`config.mk`:
```
export PLATFORM = sky130hd
export DESIGN_NAME = sfd_switch_diag
export DESIGN_NICKNAME = d
export VERILOG_FILES = /design/src/rtl/sfd_pkg.sv /design/src/rtl/sfd_switch_diag.sv
export SDC_FILE = /design/constraint.sdc
export NUM_CORES = 1
export LEC_CHECK = 0
export BUFFER_PORTS_ARGS = -buffer_cell sky130_fd_sc_hd__buf_2
export CELL_PAD_IN_SITES_DETAIL_PLACEMENT = 1
export CELL_PAD_IN_SITES_GLOBAL_PLACEMENT = 2
export CORE_ASPECT_RATIO = 1.2
export CORE_MARGIN = 4
export CORE_UTILIZATION = 36
export CTS_BUF_LIST = sky130_fd_sc_hd__clkbuf_4 sky130_fd_sc_hd__clkbuf_8
export CTS_CLUSTER_DIAMETER = 80
export CTS_CLUSTER_SIZE = 14
export DETAILED_ROUTE_END_ITERATION = 12
export PLACE_DENSITY = 0.83
export SYNTH_ARGS = -nofsm -noshare
export SYNTH_HDL_FRONTEND = slang
export SYNTH_SLANG_ARGS = --single-unit
```
`constraint.sdc`:
```
create_clock -name i_clk -period 3.7 [get_ports i_clk]
set_clock_uncertainty 0.15 [all_clocks]
set_input_delay 0.74 -clock i_clk [delete_from_list [all_inputs] [get_ports i_clk]]
set_output_delay 0.74 -clock i_clk [all_outputs]
set_load 0.02 [all_outputs]
```
`src/rtl/sfd_pkg.sv`:
```
package sfd_pkg;
   localparam int NCH            = 4;
   localparam int RETRY_LIMIT    = 16;
   localparam int CLK_MHZ        = 100;
   // Retry period and LED openload period in microseconds (plain defaults)
   localparam int RETRY_PERIOD_US  = 150;
   localparam int LED_OL_PERIOD_US = 100;
   localparam int RETRY_CYCLES   = RETRY_PERIOD_US * CLK_MHZ;
   localparam int LED_OL_CYCLES  = LED_OL_PERIOD_US * CLK_MHZ;
   localparam logic [7:0] FULL_DUTY = 8'hff;

   // APB register byte offsets
   localparam logic [7:0] ADDR_CTRL   = 8'h00;
   localparam logic [7:0] ADDR_CONF   = 8'h04;
   localparam logic [7:0] ADDR_GCFG   = 8'h08;
   localparam logic [7:0] ADDR_STATUS = 8'h0c;
   localparam logic [7:0] ADDR_DIAG   = 8'h10;
   localparam logic [7:0] ADDR_DUTY   = 8'h14;

   // Global configuration field positions
   localparam int G_TEMP_EN     = 0;
   localparam int G_SENSE_EN    = 1;
   localparam int G_SEL_LO      = 2;
   localparam int G_RATIO       = 4;
   localparam int G_PWM_EN      = 5;
   localparam int G_LSUP_FAIL_EN = 6;

   // Per-channel configuration, 4 bits apart per field group
   localparam int C_SHORT_TO_SUPPLY_DETECT_DISABLE    = 0;
   localparam int C_OFF_OPENLOAD_DETECT_DISABLE = 4;
   localparam int C_ON_OPENLOAD_DETECT_DISABLE  = 8;
   localparam int C_LED_SEL   = 12;

   typedef struct packed {
      logic [3:0] overcurrent;
      logic [3:0] overtemp;
      logic       undervoltage;
      logic [3:0] off_short;
      logic [3:0] off_open;
      logic [3:0] on_low_bulb;
      logic [3:0] on_low_led;
      logic       gnd_hot;
      logic       clamp;
      logic       gnd_loss;
      logic       lsup_fail;
      logic       psup_fail;
      logic [3:0] gate_low;
   } sfd_analog_t;

   typedef enum logic [1:0] {
      RT_IDLE  = 2'b00,
      RT_WAIT  = 2'b01,
      RT_RETRY = 2'b10,
      RT_LATCH = 2'b11
   } sfd_rt_state_t;
endpackage

```
`src/rtl/sfd_switch_diag.sv`:
```
// What this block does
// - Retry armed per output when its overcurrent, overtemp or shared undervoltage is set
// - Each retry re-enables output after one retry period; at most 16 retries
// - Retry counters clear on any fail-safe to normal change either way
// - Each retry restores default overcurrent settings for lamp inrush
// - Short-to-supply checked when off, latched after gate low, sets two flags
// - Latched short-to-supply flag clears on status read once the short is gone
// - Per-output disable bit suppresses short-to-supply detection
// - Off openload latched when output off and above threshold; read clears when gone
// - Per-output disable bit suppresses off-state openload detection
// - On openload flag set below bulb or LED threshold; output and fault pin unaffected
// - LED mode checks once per LED openload period at full duty, PWM enabled
// - On openload flag stays until condition gone and a read occurs
// - Per-output disable bit suppresses on-state openload detection
// - Sense output routed by temp enable, sense enable, select and ratio settings
// - Current recopy only while selected switch on, never in fail-safe
// - In normal mode temp prewarning latched; cleared only by a read
// - Supply above clamp level cancels turn-off and switches all outputs on unless ground is lost
// - Ground loss turns every output off whatever its command
// - Logic supply fail with enable bit set resets all configuration registers; latched status flags are kept
// - Without logic supply outputs follow direct inputs, protections use zero config
// - Power supply loss keeps configuration and access, reports undervoltage
// - Both supplies below reset level clear registers and latched faults
//
// Our own choices: the register offsets and register access over APB.
`timescale 1ns/1ns
module sfd_switch_diag #(
   parameter int RETRY_CYCLES  = sfd_pkg::RETRY_CYCLES,
   parameter int LED_OL_CYCLES = sfd_pkg::LED_OL_CYCLES
) (
   // Clock and reset
   input  wire logic                i_clk,
   input  wire logic                i_nrst,
   // APB slave
   input  wire logic                i_psel,
   input  wire logic                i_penable,
   input  wire logic                i_pwrite,
   input  wire logic [7:0]          i_paddr,
   input  wire logic [31:0]         i_pwdata,
   output logic      [31:0]         o_prdata,
   output logic                     o_pready,
   output logic                     o_pslverr,
   // Comparator and supply monitors
   input  wire sfd_pkg::sfd_analog_t i_analog,
   input  wire logic [3:0]          i_direct_in,
   input  wire logic                i_failsafe,
   // Outputs
   output logic [3:0]               o_high_side_output,
   output logic [3:0]               o_oc_default,
   output logic                     o_fault_status_pin_n,
   output logic                     o_sense_current_en,
   output logic                     o_sense_temp_en,
   output logic [1:0]               o_sense_routing_select,
   output logic                     o_sense_ratio_select
);
   localparam int CW = 32;

   sfd_pkg::sfd_analog_t a_meta_ff;
   sfd_pkg::sfd_analog_t a_ff;
   logic [3:0]           din_meta_ff;
   logic [3:0]           din_ff;
   logic                 fs_meta_ff;
   logic                 fs_ff;
   logic                 fs_prev_ff;

   logic [3:0]  cmd_on_ff;
   logic [15:0] conf_ff;
   logic [6:0]  gcfg_ff;
   logic [31:0] duty_ff;
   logic [3:0]  oc_flag_ff;
   logic [3:0]  ot_flag_ff;
   logic        uv_flag_ff;
   logic [3:0]  short_to_supply_flag_ff;
   logic [3:0]  off_openload_flag_ff;
   logic [3:0]  on_openload_flag_ff;
   logic        temp_prewarning_flag_ff;
   logic [3:0]  latched_off_ff;
   logic [3:0]  cmd_prev_ff;
   logic [CW-1:0] led_cnt_ff;
   logic        led_tick;

   sfd_pkg::sfd_rt_state_t rt_st_ff [4];
   logic [CW-1:0]          rt_cnt_ff [4];
   logic [4:0]             rt_num_ff [4];

   logic        wr_en;
   logic        rd_en;
   logic        st_rd;
   logic        dg_rd;
   logic        cfg_rst;
   logic        por;
   logic        no_lsup;
   logic [15:0] eff_conf;
   logic [3:0]  retry_pulse;
   logic [3:0]  nxt_hs;
   logic [3:0]  os_set;
   logic [3:0]  ol_set;
   logic [3:0]  on_set;
   logic [3:0]  led_ok;
   logic [3:0]  trig;
   logic        mode_chg;

   function automatic logic [3:0] clr_flag(input logic [3:0] flag, input logic [3:0] set_v,
                                           input logic [3:0] cond, input logic rd);
      clr_flag = set_v | (flag & ~(rd ? ~cond : 4'h0));
   endfunction

   // Two-stage synchronisers for pin-level inputs
   always_ff @(posedge i_clk) begin
      if (!i_nrst) begin
         a_meta_ff   <= '0;
         a_ff        <= '0;
         din_meta_ff <= 4'h0;
         din_ff      <= 4'h0;
         fs_meta_ff  <= 1'b0;
         fs_ff       <= 1'b0;
         fs_prev_ff  <= 1'b0;
      end else begin
         a_meta_ff   <= i_analog;
         a_ff        <= a_meta_ff;
         din_meta_ff <= i_direct_in;
         din_ff      <= din_meta_ff;
         fs_meta_ff  <= i_failsafe;
         fs_ff       <= fs_meta_ff;
         fs_prev_ff  <= fs_ff;
      end
   end

   assign wr_en   = i_psel && i_penable && i_pwrite;
   assign rd_en   = i_psel && i_penable && !i_pwrite;
   assign st_rd   = rd_en && (i_paddr == sfd_pkg::ADDR_STATUS);
   assign dg_rd   = rd_en && (i_paddr == sfd_pkg::ADDR_DIAG);
   assign por     = a_ff.lsup_fail && a_ff.psup_fail;
   assign no_lsup = a_ff.lsup_fail;
   assign cfg_rst = por || (no_lsup && gcfg_ff[sfd_pkg::G_LSUP_FAIL_EN]);
   // Without logic supply every per-output configuration bit acts as zero
   assign eff_conf = no_lsup ? 16'h0000 : conf_ff;

   // Configuration registers; kept on power supply loss alone
   always_ff @(posedge i_clk) begin
      if (!i_nrst || cfg_rst) begin
         cmd_on_ff <= 4'h0;
         conf_ff   <= 16'h0000;
         gcfg_ff   <= 7'h00;
         duty_ff   <= 32'h0000_0000;
      end else if (wr_en) begin
         case (i_paddr)
            sfd_pkg::ADDR_CTRL: cmd_on_ff <= i_pwdata[3:0];
            sfd_pkg::ADDR_CONF: conf_ff   <= i_pwdata[15:0];
            sfd_pkg::ADDR_GCFG: gcfg_ff   <= i_pwdata[6:0];
            sfd_pkg::ADDR_DUTY: duty_ff   <= i_pwdata;
            default: ;
         endcase
      end
   end

   // LED openload check tick
   always_ff @(posedge i_clk) begin
      if (!i_nrst || led_cnt_ff == CW'(LED_OL_CYCLES - 1)) begin
         led_cnt_ff <= '0;
      end else begin
         led_cnt_ff <= led_cnt_ff + 1'b1;
      end
   end
   assign led_tick = (led_cnt_ff == CW'(LED_OL_CYCLES - 1));

   // Per-output set conditions of the latched diagnostics
   always_comb begin
      os_set = 4'h0;
      ol_set = 4'h0;
      on_set = 4'h0;
      led_ok = 4'h0;
      for (int i = 0; i < 4; i++) begin
         os_set[i] = !o_high_side_output[i] && a_ff.off_short[i] && a_ff.gate_low[i]
                     && !eff_conf[sfd_pkg::C_SHORT_TO_SUPPLY_DETECT_DISABLE + i];
         ol_set[i] = !o_high_side_output[i] && a_ff.off_open[i] && a_ff.gate_low[i]
                     && !eff_conf[sfd_pkg::C_OFF_OPENLOAD_DETECT_DISABLE + i];
         led_ok[i] = led_tick && gcfg_ff[sfd_pkg::G_PWM_EN]
                     && duty_ff[8*i +: 8] == sfd_pkg::FULL_DUTY;
         on_set[i] = o_high_side_output[i] && !eff_conf[sfd_pkg::C_ON_OPENLOAD_DETECT_DISABLE + i]
                     && (eff_conf[sfd_pkg::C_LED_SEL + i] ? (a_ff.on_low_led[i] && led_ok[i])
                                                         : a_ff.on_low_bulb[i]);
      end
   end

   // Protection and diagnostic flags; a new event wins over a read clear
   always_ff @(posedge i_clk) begin
      if (!i_nrst || por) begin
         oc_flag_ff              <= 4'h0;
         ot_flag_ff              <= 4'h0;
         uv_flag_ff              <= 1'b0;
         short_to_supply_flag_ff <= 4'h0;
         off_openload_flag_ff    <= 4'h0;
         on_openload_flag_ff     <= 4'h0;
         temp_prewarning_flag_ff <= 1'b0;
      end else begin
         oc_flag_ff <= clr_flag(oc_flag_ff, a_ff.overcurrent, 4'h0, st_rd);
         ot_flag_ff <= clr_flag(ot_flag_ff, a_ff.overtemp, 4'h0, st_rd);
         uv_flag_ff <= a_ff.undervoltage || a_ff.psup_fail || (uv_flag_ff && !st_rd);
         short_to_supply_flag_ff <= clr_flag(short_to_supply_flag_ff, os_set,
                                             a_ff.off_short, st_rd);
         off_openload_flag_ff <= clr_flag(off_openload_flag_ff, os_set | ol_set,
                                          a_ff.off_open | a_ff.off_short, st_rd);
         on_openload_flag_ff <= clr_flag(on_openload_flag_ff, on_set,
                                         a_ff.on_low_bulb | a_ff.on_low_led, st_rd);
         temp_prewarning_flag_ff <= (!fs_ff && a_ff.gnd_hot)
                                    || (temp_prewarning_flag_ff && !dg_rd);
      end
   end

   // Per-output autoretry sequencers
   assign mode_chg = fs_ff != fs_prev_ff;
   assign trig     = oc_flag_ff | ot_flag_ff | {4{uv_flag_ff}};

   always_ff @(posedge i_clk) begin
      for (int i = 0; i < 4; i++) begin
         if (!i_nrst || por) begin
            rt_st_ff[i]  <= sfd_pkg::RT_IDLE;
            rt_cnt_ff[i] <= '0;
            rt_num_ff[i] <= 5'h00;
         end else begin
            // Count survives a command toggle; only a mode change restarts it
            if (mode_chg) begin
               rt_num_ff[i] <= 5'h00;
            end
            case (rt_st_ff[i])
               sfd_pkg::RT_IDLE: begin
                  rt_cnt_ff[i] <= '0;
                  if (trig[i] && cmd_prev_ff[i]) begin
                     rt_st_ff[i] <= (rt_num_ff[i] == 5'(sfd_pkg::RETRY_LIMIT))
                                    ? sfd_pkg::RT_LATCH : sfd_pkg::RT_WAIT;
                  end
               end
               sfd_pkg::RT_WAIT: begin
                  if (rt_cnt_ff[i] == CW'(RETRY_CYCLES - 1)) begin
                     rt_st_ff[i] <= sfd_pkg::RT_RETRY;
                  end else begin
                     rt_cnt_ff[i] <= rt_cnt_ff[i] + 1'b1;
                  end
               end
               sfd_pkg::RT_RETRY: begin
                  if (!mode_chg) begin
                     rt_num_ff[i] <= rt_num_ff[i] + 5'h01;
                  end
                  rt_st_ff[i] <= sfd_pkg::RT_IDLE;
               end
               sfd_pkg::RT_LATCH: begin
                  if (!cmd_on_ff[i] || mode_chg) begin
                     rt_st_ff[i] <= sfd_pkg::RT_IDLE;
                  end
               end
               default: rt_st_ff[i] <= sfd_pkg::RT_IDLE;
            endcase
         end
      end
   end

   // One-cycle retry strobe, also the overcurrent default restore
   always_comb begin
      for (int i = 0; i < 4; i++) begin
         retry_pulse[i] = rt_st_ff[i] == sfd_pkg::RT_RETRY;
      end
   end

   // Output latch-off and gating
   always_ff @(posedge i_clk) begin
      if (!i_nrst || por) begin
         latched_off_ff <= 4'h0;
         cmd_prev_ff    <= 4'h0;
      end else begin
         cmd_prev_ff <= nxt_hs & ~latched_off_ff;
         for (int i = 0; i < 4; i++) begin
            // Retry or full command release wins, so each retry re-enables once
            if ((!cmd_on_ff[i] && !din_ff[i]) || retry_pulse[i]) begin
               latched_off_ff[i] <= 1'b0;
            end else if (a_ff.overcurrent[i] || a_ff.overtemp[i] || a_ff.undervoltage) begin
               latched_off_ff[i] <= 1'b1;
            end
         end
      end
   end

   // Ground loss overrides clamp, clamp overrides latch-off
   always_comb begin
      // No logic supply: direct inputs alone drive the outputs
      nxt_hs = no_lsup ? din_ff : (cmd_on_ff | din_ff);
      nxt_hs = nxt_hs & ~latched_off_ff;
      if (a_ff.clamp) begin
         nxt_hs = 4'hf;
      end
      if (a_ff.gnd_loss) begin
         nxt_hs = 4'h0;
      end
   end

   // Registered pins
   always_ff @(posedge i_clk) begin
      if (!i_nrst) begin
         o_high_side_output     <= 4'h0;
         o_oc_default           <= 4'h0;
         o_fault_status_pin_n   <= 1'b1;
         o_sense_current_en     <= 1'b0;
         o_sense_temp_en        <= 1'b0;
         o_sense_routing_select <= 2'b00;
         o_sense_ratio_select   <= 1'b0;
      end else begin
         o_high_side_output <= nxt_hs;
         o_oc_default       <= retry_pulse;
         o_fault_status_pin_n <= !(|(a_ff.off_short & ~o_high_side_output
                                     & ~eff_conf[sfd_pkg::C_SHORT_TO_SUPPLY_DETECT_DISABLE +: 4])
                                   || |latched_off_ff);
         o_sense_temp_en <= !no_lsup && gcfg_ff[sfd_pkg::G_TEMP_EN];
         o_sense_current_en <= !no_lsup && !fs_ff && !gcfg_ff[sfd_pkg::G_TEMP_EN]
                               && gcfg_ff[sfd_pkg::G_SENSE_EN]
                               && nxt_hs[gcfg_ff[sfd_pkg::G_SEL_LO +: 2]];
         o_sense_routing_select <= gcfg_ff[sfd_pkg::G_SEL_LO +: 2];
         o_sense_ratio_select   <= gcfg_ff[sfd_pkg::G_RATIO];
      end
   end

   // APB read data, zero wait states
   always_ff @(posedge i_clk) begin
      if (!i_nrst) begin
         o_prdata  <= 32'h0000_0000;
         o_pready  <= 1'b0;
         o_pslverr <= 1'b0;
      end else begin
         o_pready  <= i_psel && !i_penable;
         o_pslverr <= i_psel && !i_penable && (i_paddr > sfd_pkg::ADDR_DUTY
                                               || i_paddr[1:0] != 2'b00);
         case (i_paddr)
            sfd_pkg::ADDR_CTRL:   o_prdata <= {28'h0, cmd_on_ff};
            sfd_pkg::ADDR_CONF:   o_prdata <= {16'h0, conf_ff};
            sfd_pkg::ADDR_GCFG:   o_prdata <= {25'h0, gcfg_ff};
            sfd_pkg::ADDR_STATUS: o_prdata <= {11'h0, uv_flag_ff, on_openload_flag_ff,
                                               off_openload_flag_ff, short_to_supply_flag_ff,
                                               ot_flag_ff, oc_flag_ff};
            sfd_pkg::ADDR_DIAG:   o_prdata <= {27'h0, temp_prewarning_flag_ff, o_oc_default};
            sfd_pkg::ADDR_DUTY:   o_prdata <= duty_ff;
            default:              o_prdata <= 32'h0000_0000;
         endcase
      end
   end
endmodule

```
# ---- After elaboration in Yosys (flattened, before gate mapping)
# Memory sizes are Yosys's and may differ from the RTL's.
# Index checks and enable logic that the tools add are counted.
dict set report totals {
  ff_bits 248
  mem_bits_rw 156
  inputBits 84
  out_inout_bits 48
  wordCells 462
  memories 3
}
# memory depth word_bits read_ports rd_clocked_by_memory_dff wr line_no
set mem_list {}
lappend mem_list {rt_cnt_ff 4 32 4 0 4 sfd_switch_diag.sv:83} ;# logic [CW-1:0] rt_cnt_ff [4];
lappend mem_list {rt_num_ff 4 5 4 0 4 sfd_switch_diag.sv:84} ;# logic [4:0] rt_num_ff [4];
lappend mem_list {rt_st_ff 4 2 4 0 4 sfd_switch_diag.sv:82} ;# sfd_pkg::sfd_rt_state_t rt_st_ff [4];
dict set report op_classes {
  n_addsub 9
  order_cmp 2
  n_eq_ne 31
  n_mux 157
  bitwise_logic 62
  n_reduce_logical 140
}
# operator n
set op_table {}
lappend op_table {{$mux 32} 8}
lappend op_table {{$pmux 32 s6} 1}
lappend op_table {{$add 32x1->32 const B} 5}
lappend op_table {{$eq 32x14->1 const B} 5}
lappend op_table {{$mux 1} 111}
lappend op_table {{$logic_and 1x1->1} 66}
lappend op_table {{$or 4x4->4} 11}
lappend op_table {{$mux 2} 20}
lappend op_table {{$mux 5} 8}
lappend op_table {{$not 4->4} 10}
lappend op_table {{$and 4x4->4} 9}
lappend op_table {{$logic_not 1->1} 33}
lappend op_table {{$eq 8x8->1 const B} 4}
lappend op_table {{$or 1x1->1} 32}
lappend op_table {{$mux 4} 7}
lappend op_table {{$logic_or 1x1->1} 25}
lappend op_table {{$add 5x1->5 const B} 4}
lappend op_table {{$eq 5x5->1 const B} 4}
lappend op_table {{$eq 2x2->1 const B} 8}
lappend op_table {{$eq 8x4->1 const B} 2}
lappend op_table {{$eq 8x5->1 const B} 2}
lappend op_table {{$mux 16} 1}
lappend op_table {{$eq 2x1->1 const B} 4}
lappend op_table {{$eq 8x3->1 const B} 1}
lappend op_table {{other kinds (10)} 20}

# ---- Longest topological paths before layout
dict set report depth {
  depth_word 11
  ltp_mapped 8
  ltp_nobuf 6
}

# ---- Worst setup path before layout
# No wires, ideal clock.
dict set report synth_timing {
  path_kind {reg-to-reg}
  from {mem rt_cnt_ff[0][0]}
  to {mem rt_cnt_ff[0][0] (enable)}
  setup_time_ps 466
  t_arrival_ps 3260
  required_time_ps 3084
  slack_ps -176
  path_stages_with_launch 6
  n_path_buf 0
  synth_period_minus_slack_ps 3876
  path_cell_list {edfxtp_1 ha_1 nand2_1 nor4_1 and2_1 o21ai_0}
}
# item line_no
set synth_rtl {}
lappend synth_rtl {{start, declared} sfd_switch_diag.sv:83}

==> impl_metrics.py <==
metrics = {
    "worst_setup_path": {
        "r2r-end": "rt_cnt_ff[3][23]$_SDFFCE_PN0P_",
        "required_ns": 3.85,
        "crit_path_cells": "or4b_1, or4_1, nor3_1, nand2_1, a21o_1, buf_4",
        "worst-endpoint-arrival_ns": 3.05,
        "timing.critical_path.max_delay_family": "simple AND/OR/NAND/NOR gates",
        "path_class": "register to register",
        "crit_path_end_kind": "register",
        "timing.critical_path.slowest_cell_delay_ns": 0.54,
        "ff_to_ff_path_depth": 6,
        "worst_r2r_startpoint": "rt_cnt_ff[3][3]$_SDFFCE_PN0P_",
        "r2r_setup_slack_ns": 0.80,
        "timing.critical_path.buf_inv": 1,
        "path_max_fanout": 32,
        "critical_path_launch_point_type": "register",
        "timing.critical_path.slowest_stage_cell": "or4b_1",
    },
    "pwr": {
        "seq_power_share_pct": 62.5,
        "power_frac_clock_pct": 32.2,
        "ir_drop_mv": 0.232,
        "internal_power_mw": 5.97,
        "power_switching_share_pct": 24.3,
        "power.switching_mw": 1.92,
        "p_per_area_nw_per_um2": 407,
        "power_mw": 7.89,
        "power.leakage_nw": 7.12,
        "comb_power_share_pct": 5.3,
    },
    "synthesis": {
        "share_of_flip_flops_with_an_asynchronous_set_or_reset_pct": 0,
        "synth_cells": 1749,
        "synth.ff_latch_count": 404,
        "synth_edf_count": 156,
        "netlist.top_cell.by_area": "dfxtp_1",
        "post_synthesis_area_per_instance_um2": 9.95,
        "synthTopCellsByArea": "dfxtp_1 29%, edfxtp_1 27%, xor2_1 6.3%",
        "synthesized_netlist_net_count": 1846,
        "share_of_synthesized_area_occupied_by_flip_flops_and_latches_pct": 55.5,
        "synthFlopType": "dfxtp_1",
        "mappedNetlistArea_um2": 17400,
        "ys_warn_count": 0,
        "synthDominantCellAreaShare_pct": 28.5,
        "post_synth_num_cell_types": 63,
    },
    "hold_path": {
        "holdPathEnd": "a_meta_ff[18]$_SDFF_PN0_",
        "holdCritPathClass": "primary input to register",
        "worst_hold_path.num_cells": 2,
        "worst_hold_start": "i_analog[18]",
    },
    "finish": {
        "finalNonFillerCells": 2519,
        "final_area_um2": 19400,
        "design.final.nets": 1968,
        "share_of_layout_cells_above_drive_strength_1_pct": 12.3,
        "n_fill_cell": 5432,
        "final_util_pct": 40.4,
        "layout-area-overhead-vs-synth_pct": 11.3,
    },
    "clock_tree": {
        "cts.repair_timing.setup_buffer_count": 0,
        "number_of_clock_sinks_seen_by_cts": 404,
        "cts_inserted_buffers": 35,
        "clock-root-buffer": "clkbuf_8",
        "htree_levels": 2,
        "cts_resized": 0,
        "clock_tree_from_tritoncts": "yes",
        "max-clock-path-buffers": 3,
        "cts-hold-fix-buffers": 0,
        "cts.clk_slew.worst_paths_ns": 0.10,
        "worst_skew_pair.late_latency_ns": 0.59,
    },
    "placement": {
        "dp_hpwl_mm": 33.2,
        "place_congestion": 0.806,
        "placement.setup.worst_slack_ns": 0.474,
        "placement.io_buffers": 131,
        "dpl-instance-area_um2": 18700,
        "dpl.cell_count": 2464,
    },
    "floorplan": {
        "pin_count": 132,
        "floorplan.die.height_um": 249,
        "row_count": 88,
        "floorplan.core_area_um2": 47900,
        "fp.dieW_um": 209,
        "floorplan.die_area_um2": 51900,
        "starting_density_of_the_core_pct": 36.3,
    },
    "drt": {
        "drt-total-wl_mm": 46.5,
        "ant_nets": 0,
        "viasPerCell": 5.24,
        "drt-initial-drc-count": 662,
        "dr.pass1.iters": 6,
        "routedWlPerCell_um": 18.5,
        "drc_errors": 0,
        "vias": 13203,
    },
    "grt": {
        "antenna_found_initial": 5,
        "total_grt_usage_pct": 17.2,
        "grt_first_pass_wirelength_mm": 74.3,
        "first_global_vias": 13631,
        "grt_start_max_net_pins": 80,
        "globalRouteOverflowTotal": 0,
    },
    "sta": {
        "grt_setup_unrepaired": "no",
        "holdWs_ns": 0.211,
        "relSlewSlack_pct": 19.0,
        "post-route-worst-setup-slack_ns": 0.797,
        "final_min_period_over_clock_period_pct": 78.5,
        "finalSetupViolations": 0,
        "final-hold-violation-count": 0,
        "worst_slew_pin_tran_ns": 1.21,
        "timing.final.crit_period_ns": 2.90,
        "setup-tns-final_ns": 0,
        "maxClockFrequency_mhz": 344,
        "maxSlewViolCount": 0,
    },
    "job": {
        "drv_cap": 0,
    },
    "run_status": {
        "run_status": "complete, no violations",
    },
}
[flip-flops by register name, indices dropped and copies added, names as in the netlist, 7 cells and up]
| register | flops |
|---|---|
| a_meta_ff | 34 |
| duty_ff | 32 |
| led_cnt_ff | 32 |
| rt_num_ff | 20 |
| rt_cnt_ff | 128 |
| conf_ff | 16 |
| o_prdata | 32 |
| gcfg_ff | 7 |
| rt_st_ff | 8 |
| a_ff | 33 |
[worst register-to-register path: cells and delay by family (launching register included)]
kind                   cells  cell delay, ns
flip-flops                 1            0.50
AO/OA/AOI/OAI              1            0.20
AND/OR/NAND/NOR            4            1.50
buffers and inverters      1            0.26
[final cells by class]
| type | count | area (µm²) | area share [%] |
|---|---|---|---|
| diodes | 3 | 7.51 | 0.0388 |
| clock buffers | 48 | 586 | 3.02 |
| clock inverters | 4 | 33.8 | 0.174 |
| inverters | 40 | 150 | 0.775 |
| multi-input cells | 1232 | 7300 | 37.7 |
| flip-flops and latches | 404 | 9650 | 49.8 |
| well taps | 630 | 788 | 4.07 |
| repair buffers | 158 | 858 | 4.43 |
[cell families (layout without fill, tap and decap cells)]
family          Yosys count  count (layout)  synth area share, %
simple gates            859             859                 25.2
flops                   404             404                 55.5
compound gates          183             183                 6.59
xor+xnor                157             157                 7.90
buf+inv                 113             250                 2.67
mux                      20              20                 1.25
fa+ha+maj                13              13                0.935
other cells               0               3                    0
[routing by layer]
layer | part of all wire (%) | GRT usage [%] | vias to the layer above
met1 | 46 | 23.1 | 6517
met3 | 4.3 | 3.10 | 76
met2 | 48 | 28.8 | 231
met5 | 0.086 | 0 | -
li1 | - | - | 6375
met4 | 2.6 | 4.79 | 4
[worst max-delay path by stage]
| stage | startpoint | to | cells past startpoint |
|---|---|---|---|
| after CTS | rt_cnt_ff[3][3]$_SDFFCE_PN0P_ | rt_cnt_ff[3][5]$_SDFFCE_PN0P_ | 6 |
| final | rt_cnt_ff[3][3]$_SDFFCE_PN0P_ | rt_cnt_ff[3][23]$_SDFFCE_PN0P_ | 6 |
| after global placement | i_paddr[7] | conf_ff[13]$_SDFFE_PP0P_ | 7 |
| after floorplan | rt_cnt_ff[2][25]$_SDFFCE_PN0P_ | rt_cnt_ff[2][0]$_SDFFCE_PN0P_ | 5 |
| after detailed placement | i_paddr[7] | conf_ff[3]$_SDFFE_PP0P_ | 7 |
| after global routing | rt_cnt_ff[3][3]$_SDFFCE_PN0P_ | rt_cnt_ff[3][5]$_SDFFCE_PN0P_ | 6 |
[cell usage in the layout, fill, tap and decap left out, types with 4 or more instances in the layout]
master and instances:
a22oi_1 16, mux2i_1 15, xor2_1 126, a31oi_1 10, a2111oi_0 5, or4_1 6
edfxtp_1 156, nor4b_1 9, o21ai_0 21, and3_1 41, nand2b_1 7, a221oi_1 6
a22o_1 5, nand2_1 177, nor3b_1 5, a211oi_1 6, buf_2 131, and4_1 19
nor4_1 27, nor2_1 251, ha_1 13, or3_1 11, o31ai_1 7, a21o_1 5
nand3_1 85, xnor2_1 31, clkbuf_8 36, nor4_2 5, o31a_1 4, clkbuf_4 12
inv_1 38, a21oi_1 80, nand4_1 81, o21bai_1 4, and2_1 97, nor3_1 16
buf_4 27, nand3b_1 4, mux2_2 4, dfxtp_1 248
[power by group through the flow]
stage	registers [mW]	clock network (mW)	logic [mW]
2_1_floorplan	4.98	0	0.271
3_3_place_gp	5.03	0	0.412
3_5_place_dp	5.04	0	0.427
4_1_cts	4.93	2.65	0.430
5_1_grt	4.96	2.82	0.471
6_report	4.93	2.54	0.421
[synthesized netlist by cell type (31+ instances only)]
master,number
dfxtp_1,248
inv_1,38
a21oi_1,80
and2_1,97
edfxtp_1,156
xnor2_1,31
nand2_1,178
and3_1,41
nor2_1,251
xor2_1,126
clkbuf_1,50
nand3_1,85
nand4_1,81
No activity file was read; power rests on OpenSTA's default activity.
